### src/hdl/cltb_map.svh
// offsets, field positions, reset values and cycle counts of the branch sequencer
//
// Overview of operation
// - byte accumulator compare with imm8, branch if unequal, set N Z V C.
// - word accumulator compare with imm16, branch if unequal, four-byte encoding, N Z V C.
// - register or memory operand compared with same-width immediate; register form one bank access.
// - byte loop decrements, writes back, branches if nonzero, sets N Z V, keeps C.
// - word loop same on 16 bits; memory operand uses read-modify-write, two transfers.
// - traps clear interrupt enable, set stack select; vector form 20 cycles, eight transfers.
// - trap return restores whole status word from stack, 15 cycles, six transfers.
// - frame setup pushes frame pointer, loads new one, reserves imm8 bytes, 6 cycles.
// - frame teardown restores frame pointer in 5 cycles, single byte, flags unchanged.
// - near exit 4 cycles, far exit 6 cycles, single byte, flags unchanged.
// - accumulator compare forms take 5 cycles when taken, 4 when not.
// - near exit pops 16-bit program counter; far exit pops counter and bank.
`ifndef CLTB_MAP_SVH
`define CLTB_MAP_SVH

// ----------------------------------------------------------------------------
// status word bit positions
// ----------------------------------------------------------------------------
`define CLTB_FLAG_C        0
`define CLTB_FLAG_V        1
`define CLTB_FLAG_Z        2
`define CLTB_FLAG_N        3
`define CLTB_FLAG_T        4
`define CLTB_FLAG_S        5
`define CLTB_FLAG_I        6

// ----------------------------------------------------------------------------
// reset values
// ----------------------------------------------------------------------------
`define CLTB_RST_WORD      16'h0000
`define CLTB_RST_BYTE      8'h00
`define CLTB_RST_LONG      32'h0000_0000
`define CLTB_RST_ADDR      24'h00_0000

// ----------------------------------------------------------------------------
// trap vector table
// ----------------------------------------------------------------------------
`define CLTB_VECT_TOP      24'hff_fffc
`define CLTB_SINGLE_VECT   8'h09

// ----------------------------------------------------------------------------
// cycle counts (not-taken figure; a taken branch adds one)
// ----------------------------------------------------------------------------
`define CLTB_CYC_CMP_ACC   5'h04
`define CLTB_CYC_CMPB_REG  5'h0c
`define CLTB_CYC_CMPW_REG  5'h07
`define CLTB_CYC_CMP_MEM   5'h06
`define CLTB_CYC_DEC_REG   5'h06
`define CLTB_CYC_DEC_MEM   5'h07
`define CLTB_CYC_TRAP_VEC  5'h14
`define CLTB_CYC_TRAP_NEAR 5'h10
`define CLTB_CYC_TRAP_FAR  5'h11
`define CLTB_CYC_RESUME    5'h0f
`define CLTB_CYC_SETUP     5'h06
`define CLTB_CYC_TEARDOWN  5'h05
`define CLTB_CYC_EXIT      5'h04
`define CLTB_CYC_FAR_EXIT  5'h06

// ----------------------------------------------------------------------------
// data transfer counts
// ----------------------------------------------------------------------------
`define CLTB_XF_PUSHES     4'h6
`define CLTB_XF_VEC_TRAP   4'h8

`endif

### src/hdl/cltb_pkg.sv
// types shared by the branch sequencer
package cltb_pkg;

	typedef enum logic [4:0] {
		cmp_byte_acc,
		cmp_word_acc,
		cmp_byte_reg,
		cmp_byte_mem,
		cmp_word_reg,
		cmp_word_mem,
		dec_byte_reg,
		dec_byte_mem,
		dec_word_reg,
		dec_word_mem,
		trap_vector,
		trap_near,
		far_software_trap,
		single_byte_software_trap,
		resume_after_trap,
		frame_setup,
		frame_teardown,
		subroutine_exit,
		far_subroutine_exit
	} cltb_op_t;

	typedef enum logic {
		st_idle,
		st_run
	} cltb_st_t;

	typedef struct packed {
		cltb_st_t    st;
		cltb_op_t    op;
		logic        busy;
		logic        done;
		logic        taken;
		logic        word;
		logic        rd_pend;
		logic        xreq;
		logic        xwe;
		logic        xbyte;
		logic        xrmw;
		logic        wbwe;
		logic        rbrd;
		logic [4:0]  cnt;
		logic [4:0]  tgt;
		logic [3:0]  xi;
		logic [3:0]  nxf;
		logic [15:0] pc;
		logic [15:0] ps;
		logic [15:0] sp;
		logic [15:0] fp;
		logic [15:0] bank;
		logic [15:0] a;
		logic [15:0] imm;
		logic [15:0] sv_pc;
		logic [15:0] sv_ps;
		logic [15:0] wbdata;
		logic [15:0] xwdata;
		logic [7:0]  pcb;
		logic [7:0]  sv_pcb;
		logic [7:0]  sbk;
		logic [7:0]  lcl;
		logic [7:0]  disp;
		logic [31:0] acc;
		logic [23:0] xaddr;
		logic [23:0] oaddr;
		logic [23:0] far;
	} cltb_state_t;

endpackage : cltb_pkg

### src/hdl/cltb_alu.sv
// subtractor with condition flags for compare and decrement
`timescale 1ns/1ps
module cltb_alu (
	input  wire logic [15:0] a_i,
	input  wire logic [15:0] b_i,
	input  wire logic        word_i,
	output logic      [15:0] diff_o,
	output logic             n_o,
	output logic             z_o,
	output logic             v_o,
	output logic             c_o
);
	logic [16:0] full;
	logic        sa;
	logic        sb;
	logic        sd;

	always_comb begin
		full = {1'b0, a_i} - {1'b0, b_i};
		if (word_i) begin
			diff_o = full[15:0];
			c_o    = full[16];
			z_o    = (full[15:0] == 16'h0000);
			sa     = a_i[15];
			sb     = b_i[15];
			sd     = full[15];
		end else begin
			// byte: upper lane forced to zero, borrow from unsigned compare of the low bytes
			diff_o = {8'h00, a_i[7:0] - b_i[7:0]};
			c_o    = (a_i[7:0] < b_i[7:0]);
			z_o    = (diff_o[7:0] == 8'h00);
			sa     = a_i[7];
			sb     = b_i[7];
			sd     = diff_o[7];
		end
		n_o = sd;
		v_o = (sa ^ sb) & (sa ^ sd);
	end
endmodule : cltb_alu

### src/hdl/cltb_unit.sv
// sequencer for compare-branch, loop, trap, frame and return instructions
`timescale 1ns/1ps
`include "cltb_map.svh"
module cltb_unit (
	input  wire logic             clock_i,
	input  wire logic             reset_n_i,
	input  wire logic             start_i,
	input  wire cltb_pkg::cltb_op_t op_i,
	input  wire logic [31:0]      acc_i,
	input  wire logic [15:0]      operand_i,
	input  wire logic [15:0]      imm_i,
	input  wire logic [7:0]       disp_i,
	input  wire logic [7:0]       local_i,
	input  wire logic [7:0]       vector_i,
	input  wire logic [23:0]      far_addr_i,
	input  wire logic [23:0]      opnd_addr_i,
	input  wire logic [3:0]       addr_cycles_i,
	input  wire logic [15:0]      next_pc_i,
	input  wire logic [7:0]       pcb_i,
	input  wire logic [15:0]      ps_i,
	input  wire logic [15:0]      sp_i,
	input  wire logic [15:0]      fp_i,
	input  wire logic [15:0]      bank_i,
	input  wire logic [7:0]       stack_bank_i,
	input  wire logic [15:0]      xfer_rdata_i,
	output logic                  busy_o,
	output logic                  done_o,
	output logic                  branch_o,
	output logic [15:0]           pc_o,
	output logic [7:0]            pcb_o,
	output logic [15:0]           ps_o,
	output logic [15:0]           sp_o,
	output logic [15:0]           fp_o,
	output logic [31:0]           acc_o,
	output logic [15:0]           bank_o,
	output logic                  wb_we_o,
	output logic [15:0]           wb_data_o,
	output logic                  regbank_rd_o,
	output logic                  xfer_req_o,
	output logic                  xfer_we_o,
	output logic                  xfer_byte_o,
	output logic                  xfer_rmw_o,
	output logic [23:0]           xfer_addr_o,
	output logic [15:0]           xfer_wdata_o
);
	// ------------------------------------------------------------------------
	// helpers
	// ------------------------------------------------------------------------
	function automatic logic is_word(input cltb_pkg::cltb_op_t o);
		is_word = (o == cltb_pkg::cmp_word_acc) || (o == cltb_pkg::cmp_word_reg) ||
			(o == cltb_pkg::cmp_word_mem) || (o == cltb_pkg::dec_word_reg) ||
			(o == cltb_pkg::dec_word_mem);
	endfunction : is_word

	function automatic logic [4:0] cycles(input cltb_pkg::cltb_op_t o, input logic [3:0] ac);
		case (o)
			cltb_pkg::cmp_byte_acc, cltb_pkg::cmp_word_acc: cycles = `CLTB_CYC_CMP_ACC;
			cltb_pkg::cmp_byte_reg: cycles = `CLTB_CYC_CMPB_REG;
			cltb_pkg::cmp_word_reg: cycles = `CLTB_CYC_CMPW_REG;
			cltb_pkg::cmp_byte_mem, cltb_pkg::cmp_word_mem: cycles = `CLTB_CYC_CMP_MEM + {1'b0, ac};
			cltb_pkg::dec_byte_reg, cltb_pkg::dec_word_reg: cycles = `CLTB_CYC_DEC_REG;
			cltb_pkg::dec_byte_mem, cltb_pkg::dec_word_mem: cycles = `CLTB_CYC_DEC_MEM + {1'b0, ac};
			cltb_pkg::trap_vector, cltb_pkg::single_byte_software_trap: cycles = `CLTB_CYC_TRAP_VEC;
			cltb_pkg::trap_near: cycles = `CLTB_CYC_TRAP_NEAR;
			cltb_pkg::far_software_trap: cycles = `CLTB_CYC_TRAP_FAR;
			cltb_pkg::resume_after_trap: cycles = `CLTB_CYC_RESUME;
			cltb_pkg::frame_setup: cycles = `CLTB_CYC_SETUP;
			cltb_pkg::frame_teardown: cycles = `CLTB_CYC_TEARDOWN;
			cltb_pkg::subroutine_exit: cycles = `CLTB_CYC_EXIT;
			default: cycles = `CLTB_CYC_FAR_EXIT;
		endcase
	endfunction : cycles

	function automatic logic [3:0] xfers(input cltb_pkg::cltb_op_t o);
		case (o)
			cltb_pkg::cmp_byte_mem, cltb_pkg::cmp_word_mem: xfers = 4'h1;
			cltb_pkg::dec_byte_mem, cltb_pkg::dec_word_mem: xfers = 4'h2;
			cltb_pkg::trap_vector, cltb_pkg::single_byte_software_trap: xfers = `CLTB_XF_VEC_TRAP;
			cltb_pkg::trap_near, cltb_pkg::far_software_trap: xfers = `CLTB_XF_PUSHES;
			cltb_pkg::resume_after_trap: xfers = `CLTB_XF_PUSHES;
			cltb_pkg::frame_setup, cltb_pkg::frame_teardown: xfers = 4'h1;
			cltb_pkg::subroutine_exit: xfers = 4'h1;
			cltb_pkg::far_subroutine_exit: xfers = 4'h2;
			default: xfers = 4'h0;
		endcase
	endfunction : xfers

	// ------------------------------------------------------------------------
	// state and arithmetic
	// ------------------------------------------------------------------------
	cltb_pkg::cltb_state_t q;
	cltb_pkg::cltb_state_t d;
	logic [15:0]           alu_a;
	logic [15:0]           alu_b;
	logic                  alu_w;
	logic [15:0]           diff;
	logic                  fn;
	logic                  fz;
	logic                  fv;
	logic                  fc;
	logic                  is_dec;
	logic [15:0]           br_pc;
	logic [15:0]           push_w;
	logic [23:0]           vect_a;

	cltb_alu u_alu (
		.a_i    (alu_a),
		.b_i    (alu_b),
		.word_i (alu_w),
		.diff_o (diff),
		.n_o    (fn),
		.z_o    (fz),
		.v_o    (fv),
		.c_o    (fc)
	);

	always_comb begin
		if (q.st == cltb_pkg::st_idle) begin
			is_dec = (op_i >= cltb_pkg::dec_byte_reg) && (op_i <= cltb_pkg::dec_word_mem);
			alu_w  = is_word(op_i);
			alu_a  = ((op_i == cltb_pkg::cmp_byte_acc) || (op_i == cltb_pkg::cmp_word_acc)) ?
				acc_i[15:0] : operand_i;
			alu_b  = is_dec ? 16'h0001 : imm_i;
			br_pc  = next_pc_i + {{8{disp_i[7]}}, disp_i};
		end else begin
			is_dec = (q.op == cltb_pkg::dec_byte_mem) || (q.op == cltb_pkg::dec_word_mem);
			alu_w  = q.word;
			alu_a  = xfer_rdata_i;
			alu_b  = is_dec ? 16'h0001 : q.imm;
			br_pc  = q.sv_pc + {{8{q.disp[7]}}, q.disp};
		end
	end

	always_comb begin
		case (q.xi)
			4'h0: push_w = q.acc[31:16];
			4'h1: push_w = q.acc[15:0];
			4'h2: push_w = q.bank;
			4'h3: push_w = {8'h00, q.sv_pcb};
			4'h4: push_w = q.sv_pc;
			default: push_w = q.sv_ps;
		endcase
		vect_a = `CLTB_VECT_TOP - {14'h0000, q.imm[7:0], 2'b00};
	end

	// ------------------------------------------------------------------------
	// next state
	// ------------------------------------------------------------------------
	always_comb begin
		d      = q;
		d.done = 1'b0;
		d.xreq = 1'b0;
		d.xwe  = 1'b0;
		d.xrmw = 1'b0;
		d.wbwe = 1'b0;
		d.rbrd = 1'b0;
		case (q.st)
			cltb_pkg::st_idle: begin
				if (start_i) begin
					d.st      = cltb_pkg::st_run;
					d.busy    = 1'b1;
					d.op      = op_i;
					d.cnt     = 5'h01;
					d.xi      = 4'h0;
					d.rd_pend = 1'b0;
					d.taken   = 1'b0;
					d.word    = is_word(op_i);
					d.xbyte   = ~is_word(op_i);
					d.tgt     = cycles(op_i, addr_cycles_i);
					d.nxf     = xfers(op_i);
					d.imm     = imm_i;
					d.disp    = disp_i;
					d.lcl     = local_i;
					d.far     = far_addr_i;
					d.oaddr   = opnd_addr_i;
					d.sbk     = stack_bank_i;
					d.pc      = next_pc_i;
					d.pcb     = pcb_i;
					d.ps      = ps_i;
					d.sp      = sp_i;
					d.fp      = fp_i;
					d.acc     = acc_i;
					d.bank    = bank_i;
					d.sv_pc   = next_pc_i;
					d.sv_pcb  = pcb_i;
					d.sv_ps   = ps_i;
					case (op_i)
						cltb_pkg::cmp_byte_acc, cltb_pkg::cmp_word_acc,
						cltb_pkg::cmp_byte_reg, cltb_pkg::cmp_word_reg: begin
							d.rbrd = (op_i == cltb_pkg::cmp_byte_reg) ||
								(op_i == cltb_pkg::cmp_word_reg);
							d.ps[`CLTB_FLAG_N] = fn;
							d.ps[`CLTB_FLAG_Z] = fz;
							d.ps[`CLTB_FLAG_V] = fv;
							d.ps[`CLTB_FLAG_C] = fc;
							d.taken = ~fz;
							if (!fz) begin
								d.tgt = cycles(op_i, addr_cycles_i) + 5'h01;
								d.pc  = br_pc;
							end
						end
						cltb_pkg::dec_byte_reg, cltb_pkg::dec_word_reg: begin
							d.rbrd   = 1'b1;
							d.wbwe   = 1'b1;
							d.wbdata = diff;
							d.ps[`CLTB_FLAG_N] = fn;
							d.ps[`CLTB_FLAG_Z] = fz;
							d.ps[`CLTB_FLAG_V] = fv;
							d.taken = ~fz;
							if (!fz) begin
								d.tgt = cycles(op_i, addr_cycles_i) + 5'h01;
								d.pc  = br_pc;
							end
						end
						cltb_pkg::trap_vector, cltb_pkg::single_byte_software_trap,
						cltb_pkg::trap_near, cltb_pkg::far_software_trap: begin
							d.ps[`CLTB_FLAG_I] = 1'b0;
							d.ps[`CLTB_FLAG_S] = 1'b1;
							if (op_i == cltb_pkg::single_byte_software_trap)
								d.imm = {8'h00, `CLTB_SINGLE_VECT};
							else if (op_i == cltb_pkg::trap_vector)
								d.imm = {8'h00, vector_i};
							else if (op_i == cltb_pkg::trap_near)
								d.pc = far_addr_i[15:0];
							else begin
								d.pc  = far_addr_i[15:0];
								d.pcb = far_addr_i[23:16];
							end
						end
						default: begin
						end
					endcase
				end
			end
			cltb_pkg::st_run: begin
				d.cnt = q.cnt + 5'h01;
				if (q.rd_pend) begin
					d.rd_pend = 1'b0;
					case (q.op)
						cltb_pkg::cmp_byte_mem, cltb_pkg::cmp_word_mem: begin
							d.ps[`CLTB_FLAG_N] = fn;
							d.ps[`CLTB_FLAG_Z] = fz;
							d.ps[`CLTB_FLAG_V] = fv;
							d.ps[`CLTB_FLAG_C] = fc;
							d.taken = ~fz;
							if (!fz) begin
								d.tgt = q.tgt + 5'h01;
								d.pc  = br_pc;
							end
						end
						cltb_pkg::dec_byte_mem, cltb_pkg::dec_word_mem: begin
							d.a = diff;
							d.ps[`CLTB_FLAG_N] = fn;
							d.ps[`CLTB_FLAG_Z] = fz;
							d.ps[`CLTB_FLAG_V] = fv;
							d.taken = ~fz;
							if (!fz) begin
								d.tgt = q.tgt + 5'h01;
								d.pc  = br_pc;
							end
						end
						cltb_pkg::resume_after_trap: begin
							case (q.xi)
								4'h1: d.ps = xfer_rdata_i;
								4'h2: d.pc = xfer_rdata_i;
								4'h3: d.pcb = xfer_rdata_i[7:0];
								4'h4: d.bank = xfer_rdata_i;
								4'h5: d.acc[15:0] = xfer_rdata_i;
								default: d.acc[31:16] = xfer_rdata_i;
							endcase
						end
						cltb_pkg::frame_teardown: d.fp = xfer_rdata_i;
						default: begin
							// vector fetch or return pops: word then bank
							if ((q.op == cltb_pkg::far_subroutine_exit) && (q.xi == q.nxf))
								d.pcb = xfer_rdata_i[7:0];
							else
								d.pc = xfer_rdata_i;
							if ((q.op == cltb_pkg::trap_vector) ||
								(q.op == cltb_pkg::single_byte_software_trap)) begin
								if (q.xi == 4'h7)
									d.pc = xfer_rdata_i;
								else
									d.pcb = xfer_rdata_i[7:0];
							end
						end
					endcase
				end else if (q.xi < q.nxf) begin
					d.xreq = 1'b1;
					d.xi   = q.xi + 4'h1;
					d.xwe  = 1'b0;
					d.rd_pend = 1'b1;
					d.xbyte = 1'b0;
					d.xaddr = {q.sbk, q.sp};
					case (q.op)
						cltb_pkg::cmp_byte_mem, cltb_pkg::cmp_word_mem: begin
							// address comes from the operand unit as is, post-increment never arrives
							d.xaddr = q.oaddr;
							d.xbyte = ~q.word;
						end
						cltb_pkg::dec_byte_mem, cltb_pkg::dec_word_mem: begin
							d.xaddr = q.oaddr;
							d.xbyte = ~q.word;
							d.xrmw  = 1'b1;
							if (q.xi == 4'h1) begin
								d.xwe     = 1'b1;
								d.rd_pend = 1'b0;
								d.xwdata  = q.a;
							end
						end
						cltb_pkg::trap_vector, cltb_pkg::single_byte_software_trap,
						cltb_pkg::trap_near, cltb_pkg::far_software_trap: begin
							if (q.xi < `CLTB_XF_PUSHES) begin
								d.sp      = q.sp - 16'h0002;
								d.xaddr   = {q.sbk, q.sp - 16'h0002};
								d.xwe     = 1'b1;
								d.rd_pend = 1'b0;
								d.xwdata  = push_w;
							end else if (q.xi == `CLTB_XF_PUSHES)
								d.xaddr = vect_a;
							else
								d.xaddr = vect_a + 24'h00_0002;
						end
						cltb_pkg::frame_setup: begin
							d.xaddr   = {q.sbk, q.sp - 16'h0002};
							d.xwe     = 1'b1;
							d.rd_pend = 1'b0;
							d.xwdata  = q.fp;
							d.fp      = q.sp - 16'h0002;
							d.sp      = q.sp - 16'h0002 - {8'h00, q.lcl};
						end
						cltb_pkg::frame_teardown: begin
							d.xaddr = {q.sbk, q.fp};
							d.sp    = q.fp + 16'h0002;
						end
						default: d.sp = q.sp + 16'h0002;
					endcase
				end
				if (q.cnt == q.tgt - 5'h01) begin
					d.st   = cltb_pkg::st_idle;
					d.busy = 1'b0;
					d.done = 1'b1;
				end
			end
			default: d.st = cltb_pkg::st_idle;
		endcase
	end

	always_ff @(posedge clock_i or negedge reset_n_i) begin
		if (!reset_n_i)
			q <= '0;
		else
			q <= d;
	end

	// ------------------------------------------------------------------------
	// outputs
	// ------------------------------------------------------------------------
	assign busy_o       = q.busy;
	assign done_o       = q.done;
	assign branch_o     = q.taken;
	assign pc_o         = q.pc;
	assign pcb_o        = q.pcb;
	assign ps_o         = q.ps;
	assign sp_o         = q.sp;
	assign fp_o         = q.fp;
	assign acc_o        = q.acc;
	assign bank_o       = q.bank;
	assign wb_we_o      = q.wbwe;
	assign wb_data_o    = q.wbdata;
	assign regbank_rd_o = q.rbrd;
	assign xfer_req_o   = q.xreq;
	assign xfer_we_o    = q.xwe;
	assign xfer_byte_o  = q.xbyte;
	assign xfer_rmw_o   = q.xrmw;
	assign xfer_addr_o  = q.xaddr;
	assign xfer_wdata_o = q.xwdata;
endmodule : cltb_unit

### config.mk
export PLATFORM = sky130hd
export DESIGN_NAME = cltb_unit
export DESIGN_NICKNAME = d
export VERILOG_FILES = /design/src/hdl/cltb_pkg.sv /design/src/hdl/cltb_alu.sv /design/src/hdl/cltb_unit.sv
export VERILOG_INCLUDE_DIRS = /design/src /design/src/hdl
export SDC_FILE = /design/constraint.sdc
export NUM_CORES = 1
export LEC_CHECK = 0
export BUFFER_PORTS_ARGS = -buffer_cell sky130_fd_sc_hd__clkbuf_2
export CORE_UTILIZATION = 40
export DETAILED_ROUTE_END_ITERATION = 10
export PLACE_DENSITY = 0.63
export SYNTH_ARGS = -nofsm -noshare
export SYNTH_HDL_FRONTEND = slang
export SYNTH_SLANG_ARGS = --single-unit
### constraint.sdc
create_clock -name clock_i -period 5.6 [get_ports clock_i]
set_input_delay 0.28 -clock clock_i [delete_from_list [all_inputs] [get_ports clock_i]]
set_output_delay 0.28 -clock clock_i [all_outputs]
set_load 0.005 [all_outputs]
## Word-level counts from Yosys, hierarchy flattened

Memories as Yosys holds them, arrays and structs flattened.
Index checks and enable logic that the tools add are counted.

- Register bits: 331
- ROM bits: 128
- Bits of input ports: 260
- Output and inout port bits: 185
- Memories kept: 1

Memories:

| name | words | width | rd ports | clocked after memory_dff | write ports | RTL line | text |
|---|---|---|---|---|---|---|---|
| (name not given) | 32 | 4 | 1 | 0 | 0 | cltb_unit.sv:75 | `case (o)` |

- Add/subtract/negate cells: 18
- $lt $le $gt $ge: 5
- Equal/unequal tests: 64
- Mux-type cells: 118
- Bitwise operators: 8
- Reductions and logical operators: 48

Operators by type and width:

| cell | count |
|---|---|
| $mux W16 | 31 |
| $mux W32 | 5 |
| $pmux W80 S2 | 1 |
| $mux W100 | 1 |
| $pmux W16 S3 | 2 |
| $pmux W24 S4 | 1 |
| $pmux W16 S5 | 1 |
| $mux W72 | 1 |
| $mux W8 | 9 |
| $eq A5 B4 Y1 const B | 14 |
| $mux W5 | 13 |
| $pmux W16 S4 | 1 |
| $pmux W32 S2 | 1 |
| $pmux W5 S10 | 1 |
| $mux W24 | 2 |
| $reduce_and A4 Y1 | 9 |
| $add A16 B16 Y16 | 2 |
| $add A16 B2 Y16 const B | 2 |
| $pmux W16 S2 | 1 |
| $pmux W8 S2 | 2 |
| $eq A5 B3 Y1 const B | 6 |
| $pmux W14 S2 | 1 |
| $mux W1 | 22 |
| $ne A2 B2 Y1 const B | 11 |
| other kinds (55) | 121 |

## Longest topological paths before layout

- Word-level depth: 16
- Depth in mapped cells: 20
- Mapped depth without buffers: 18

## Cells and area by module

From an unflattened synthesis, not the netlist that was laid out.

- Cell total of the unflattened synthesis: 2578
- Area, all modules: 22247.6 um^2

Modules (own cells, without submodules):

| module | instances | cells an instance | area each (um^2) | sequential area each (um^2) |
|---|---|---|---|---|
| cltb_unit | 1 | 2418 | 21137.8 | 8282.9 |
| cltb_alu | 1 | 160 | 1109.8 | 0.0 |

## Worst setup path before layout

No wires, ideal clock.

- Kind: reg-to-reg
- Start: register q[350] in the netlist's numbering
- End: register q[329] in the netlist's numbering
- Setup time: 126 ps
- Arrival time: 4520 ps
- Data required time: 5474 ps
- Slack: 954 ps
- Cell stages (with the launch flop): 20
- Path buffers: 3
- Clock period less this slack: 4646 ps
- Path through: dfrtp_1 > clkbuf_1 > nor2_1 > nand2_1 > o21ai_0 > a21oi_1 > clkbuf_1 > a21oi_1 > ha_1 > fa_1 > nor2b_1 > o2111ai_1 > a211oi_1 > o21ai_1 > a211o_1 > and3_4 > a211oi_4 > buf_6 > mux2_1 > a221o_1

- Longest elaborated chain between the ends: 11
- Elaborated cells on any way between the ends: 21

RTL lines:

| element | RTL line | text |
|---|---|---|
| from (decl) | cltb_unit.sv:91 | `cltb_pkg::cltb_state_t q;` |
| from (signal assigned) | cltb_unit.sv:351 | `q <= '0;` |
| from (signal assigned) | cltb_unit.sv:353 | `q <= d;` |
| $eq A5 B3 Y1 / $eq A5 B4 Y1 (equally long branches) | cltb_unit.sv:126, cltb_unit.sv:239 |  |
| $logic_or A1 B1 Y1 | cltb_unit.sv:126 | `is_dec = (q.op == cltb_pkg::dec_byte_mem) \|\| (q.op == cltb_pkg::dec_word_mem);` |
| $mux W16 | cltb_unit.sv:129 | `alu_b = is_dec ? 16'h0001 : q.imm;` |
| $mux W16 | cltb_unit.sv:118 | `if (q.st == cltb_pkg::st_idle) begin` |
| $sub A16 B16 Y17 / $sub A8 B8 Y8 (equally long branches) | cltb_alu.sv:19, cltb_alu.sv:29 |  |
| $logic_not A16 Y1 / $logic_not A8 Y1 (equally long branches) | cltb_alu.sv:23, cltb_alu.sv:31 |  |
| $mux W1 | cltb_alu.sv:20 | `if (word_i) begin` |
| $mux W5, on equally long branches | cltb_unit.sv:210, cltb_unit.sv:197 |  |
| $pmux W5 S2 | cltb_unit.sv:187 | `case (op_i)` |
| $mux W100 | cltb_unit.sv:159 | `if (start_i) begin` |
| $pmux W14 S2 | cltb_unit.sv:157 | `case (q.st)` |

Parallel ways exist; a longest one is shown, timed or not. The select of a mux whose other input is x is not followed.
A chain may end at the register's enable or synchronous reset.

## Final worst setup path

- Start: register q[354] in the netlist's numbering
- End: register q, in the netlist pc_o[13]

- Longest elaborated chain between the ends: 8
- Elaborated cells on any way between the ends: 23

RTL lines:

| element | RTL line |
|---|---|
| $mux W16 | cltb_unit.sv:118 |
| $sub A16 B16 Y17 / $sub A8 B8 Y8 (equally long branches) | cltb_alu.sv:19, cltb_alu.sv:29 |
| $logic_not A16 Y1 / $logic_not A8 Y1 (equally long branches) | cltb_alu.sv:23, cltb_alu.sv:31 |
| $mux W1 | cltb_alu.sv:20 |
| $mux W16 | cltb_unit.sv:197, cltb_unit.sv:210 |
| $pmux W16 S2 | cltb_unit.sv:187 |
| $mux W100 | cltb_unit.sv:159 |
| $pmux W80 S2 | cltb_unit.sv:157 |

Parallel ways exist; a longest one is shown, timed or not. The select of a mux whose other input is x is not followed.

==> results.tsv <==
metric	value	unit
status	finished, final reports clean	
drc	0	
fin_crit	4.97	ns
synth_seq_cells	331	
cts_sinks	331	
grt_util_met2	0.549	
num_vias	22100	
synth_largest_area_cell	dfrtp_1	
crit_arrival	5.43	ns
crit_fanout	43	
cts_tree	built	
fin_setup_tns	0	ns
coreArea	54100	sq um
synth_top_cell_area_share	0.375	
cts-root-buf	clkbuf_16	
finalCritPeriodShare	0.888	
die_x	237	um
drv_slew	0	
cts-htree-levels	2	
place.gp.congestion	1.00	
die_height	237	um
rows	85	
die_area	56100	sq um
synth_nets	2969	
synth-edff-count	0	
hold_violations	0	
grt.busiest_layer	met2	
grt_pass1_wl	142000	um
final_common_cell	nand2_1	
drive_gt1_frac	0.208	
yosysSeqAreaShare	0.375	
cts_resized	0	
viasPerCell	6.01	
cts_buffers	40	
fmax	201	MHz
synthFlopType	dfrtp_1	
rsz0062_at_grt	false	
p_leak	12.2	nW
avgSynthCellArea	8.38	sq um
antenna_found_initial	10	
synthTopCellsByArea	dfrtp_1 (38%), nand2_1 (9.0%), buf_4 (6.0%)	
ant_nets	0	
grtUsageMet1	0.446	
fin_worst_skew	0.0167	ns
post_cts_buffers	0	
routedWlPerCell	26.9	um
cp-end-kind	flop	
numPortBuffers	444	
firstDrtPassIters	6	
pwr_density_cell	632	nW/um^2
start_kind	flop	
use_met3	0.0574	
min_path_type	in2reg	
critPathKind	reg2reg	
grt_start_max_net_pins	160	
area_delta_synth_final	18.6	%
fin_util	0.484	
async_flop_share	1.00	
clkSlewWorstSetupHoldPaths	0.06	ns
required	6.05	ns
grt_pass1_vias	21000	
worstMarginPinSlew	1.24	ns
start_util	0.408	
relSlewSlack	0.174	
setup_viol	0	
netlist_instances	2634	
yosys_warnings	0	
nets	3285	
drtIter0Drc	2491	
finalWirelength	98900	um
netlist_area	22100	sq um
final_cell_mix	nand2_1 (527), clkbuf_2 (443), dfrtp_1 (330)	
yosysUniqueCellTypes	93	
io_pins	445	
vdd_drop_max	0.284	mV
grt_overflow_total	0	
grt.total_usage	0.345	
clockBufferDepth	3	
insertion_delay	0.58	ns
maxCapViolCount	0	
dpl.hpwl	75000	um
## synthesized netlist by cell type, drive strengths merged, types with 33 or more instances
cell and n:
nor2 168, xor2 36, clkbuf 123, a31oi 33, a22oi 89, dfrtp 331
a21oi 160, nand2 528, xnor2 55, buf 217, inv 56, a221oi 47
nand3 48, mux2i 59, o21ai 199, ha 71
## worst max-delay path, stage by stage, from the launching register on
cell	delay [ns]
dfrtp_4	0.78
buf_4	0.53
o21ai_0	0.26
ha_1	0.42
a21oi_2	0.29
a2bb2oi_1	0.33
nor4bb_1	0.36
o21bai_1	0.16
xnor2_1	0.19
and3_4	0.22
a211oi_4	0.54
or2_2	0.33
o221ai_1	0.15
a221o_1	0.28
## sequential cells by signal (all words and copies together) (netlist names)
name and flops:
q 146, xfer_byte_o 1, bank_o 16, ps_o 16, wb_data_o 16, fp_o 16, xfer_wdata_o 16, xfer_req_o 1
sp_o 16, busy_o 1, xfer_rmw_o 1, xfer_we_o 1, regbank_rd_o 1, branch_o 1, wb_we_o 1, pcb_o 8
done_o 1, acc_o 32, pc_o 16, xfer_addr_o 24
## report_power, final
part | internal, mW | total (mW) | switching [mW]
Clock | 1.52 | 2.61 | 1.09
Sequential | 3.50 | 4.87 | 1.37
Combinational | 3.49 | 9.06 | 5.56
## kinds of logic after synthesis
family / Yosys count / synth area share
buf+inv: 397 / 0.0997
xor+xnor: 91 / 0.0361
compound gates: 742 / 0.224
fa+ha+maj: 76 / 0.0443
simple gates: 920 / 0.184
mux: 77 / 0.0364
flops: 331 / 0.375
## final timing paths
check / start / to / slack [ns] / cells after the start
max in group asynchronous: reset_n_i / acc_o[8] / 3.97 / 3
worst min-delay path: next_pc_i[9] / q[201] / 0.02 / 3
worst max register to register: q[354] / pc_o[13] / 0.63 / 13
min in group asynchronous: reset_n_i / wb_data_o[11] / 0.24 / 2
worst min register to register: q[135] / q[135] / 0.48 / 2
worst max-delay path: q[354] / pc_o[13] / 0.63 / 13
## cell type report
type	count	area [sq um]
antenna	6	15.0
fill	5231	27900
multi-input combinational	1906	11700
clock buffer	57	1190
inverter	57	214
clock inverter	13	103
timing repair buffer	614	3850
sequential	331	8290
tap	696	871
## timing repair
action | in CTS | in global routing
hold buffers | 117 | 0
endpoints found under the setup margin | 0 | 0
endpoints found under the hold margin | 176 | 0
## through the flow
step                      hold slack, ns  instances  power, mW  worst slack, ns  cell area, sq um
after CTS                       0.000230       3674       16.4            0.726             26200
after global placement             0.257       3487       13.5            0.492             23700
after global routing              0.0183       3679       17.5            0.385             26200
after floorplan                  -0.0156       2634       10.8            0.954             22100
final                             0.0167       3680       16.5            0.626             26200
after detailed placement           0.259       3487       13.7            0.408             23700
## metal layers
metal / vias up / wire length [um] / share of wire
met4: 4 / 5990 / 0.061
met1: 10800 / 39200 / 0.40
li1: 9863 / - / -
met2: 1186 / 45500 / 0.46
met3: 259 / 8210 / 0.083
met5: - / 30 / 0.00030
(Power assumes the default switching activity.)
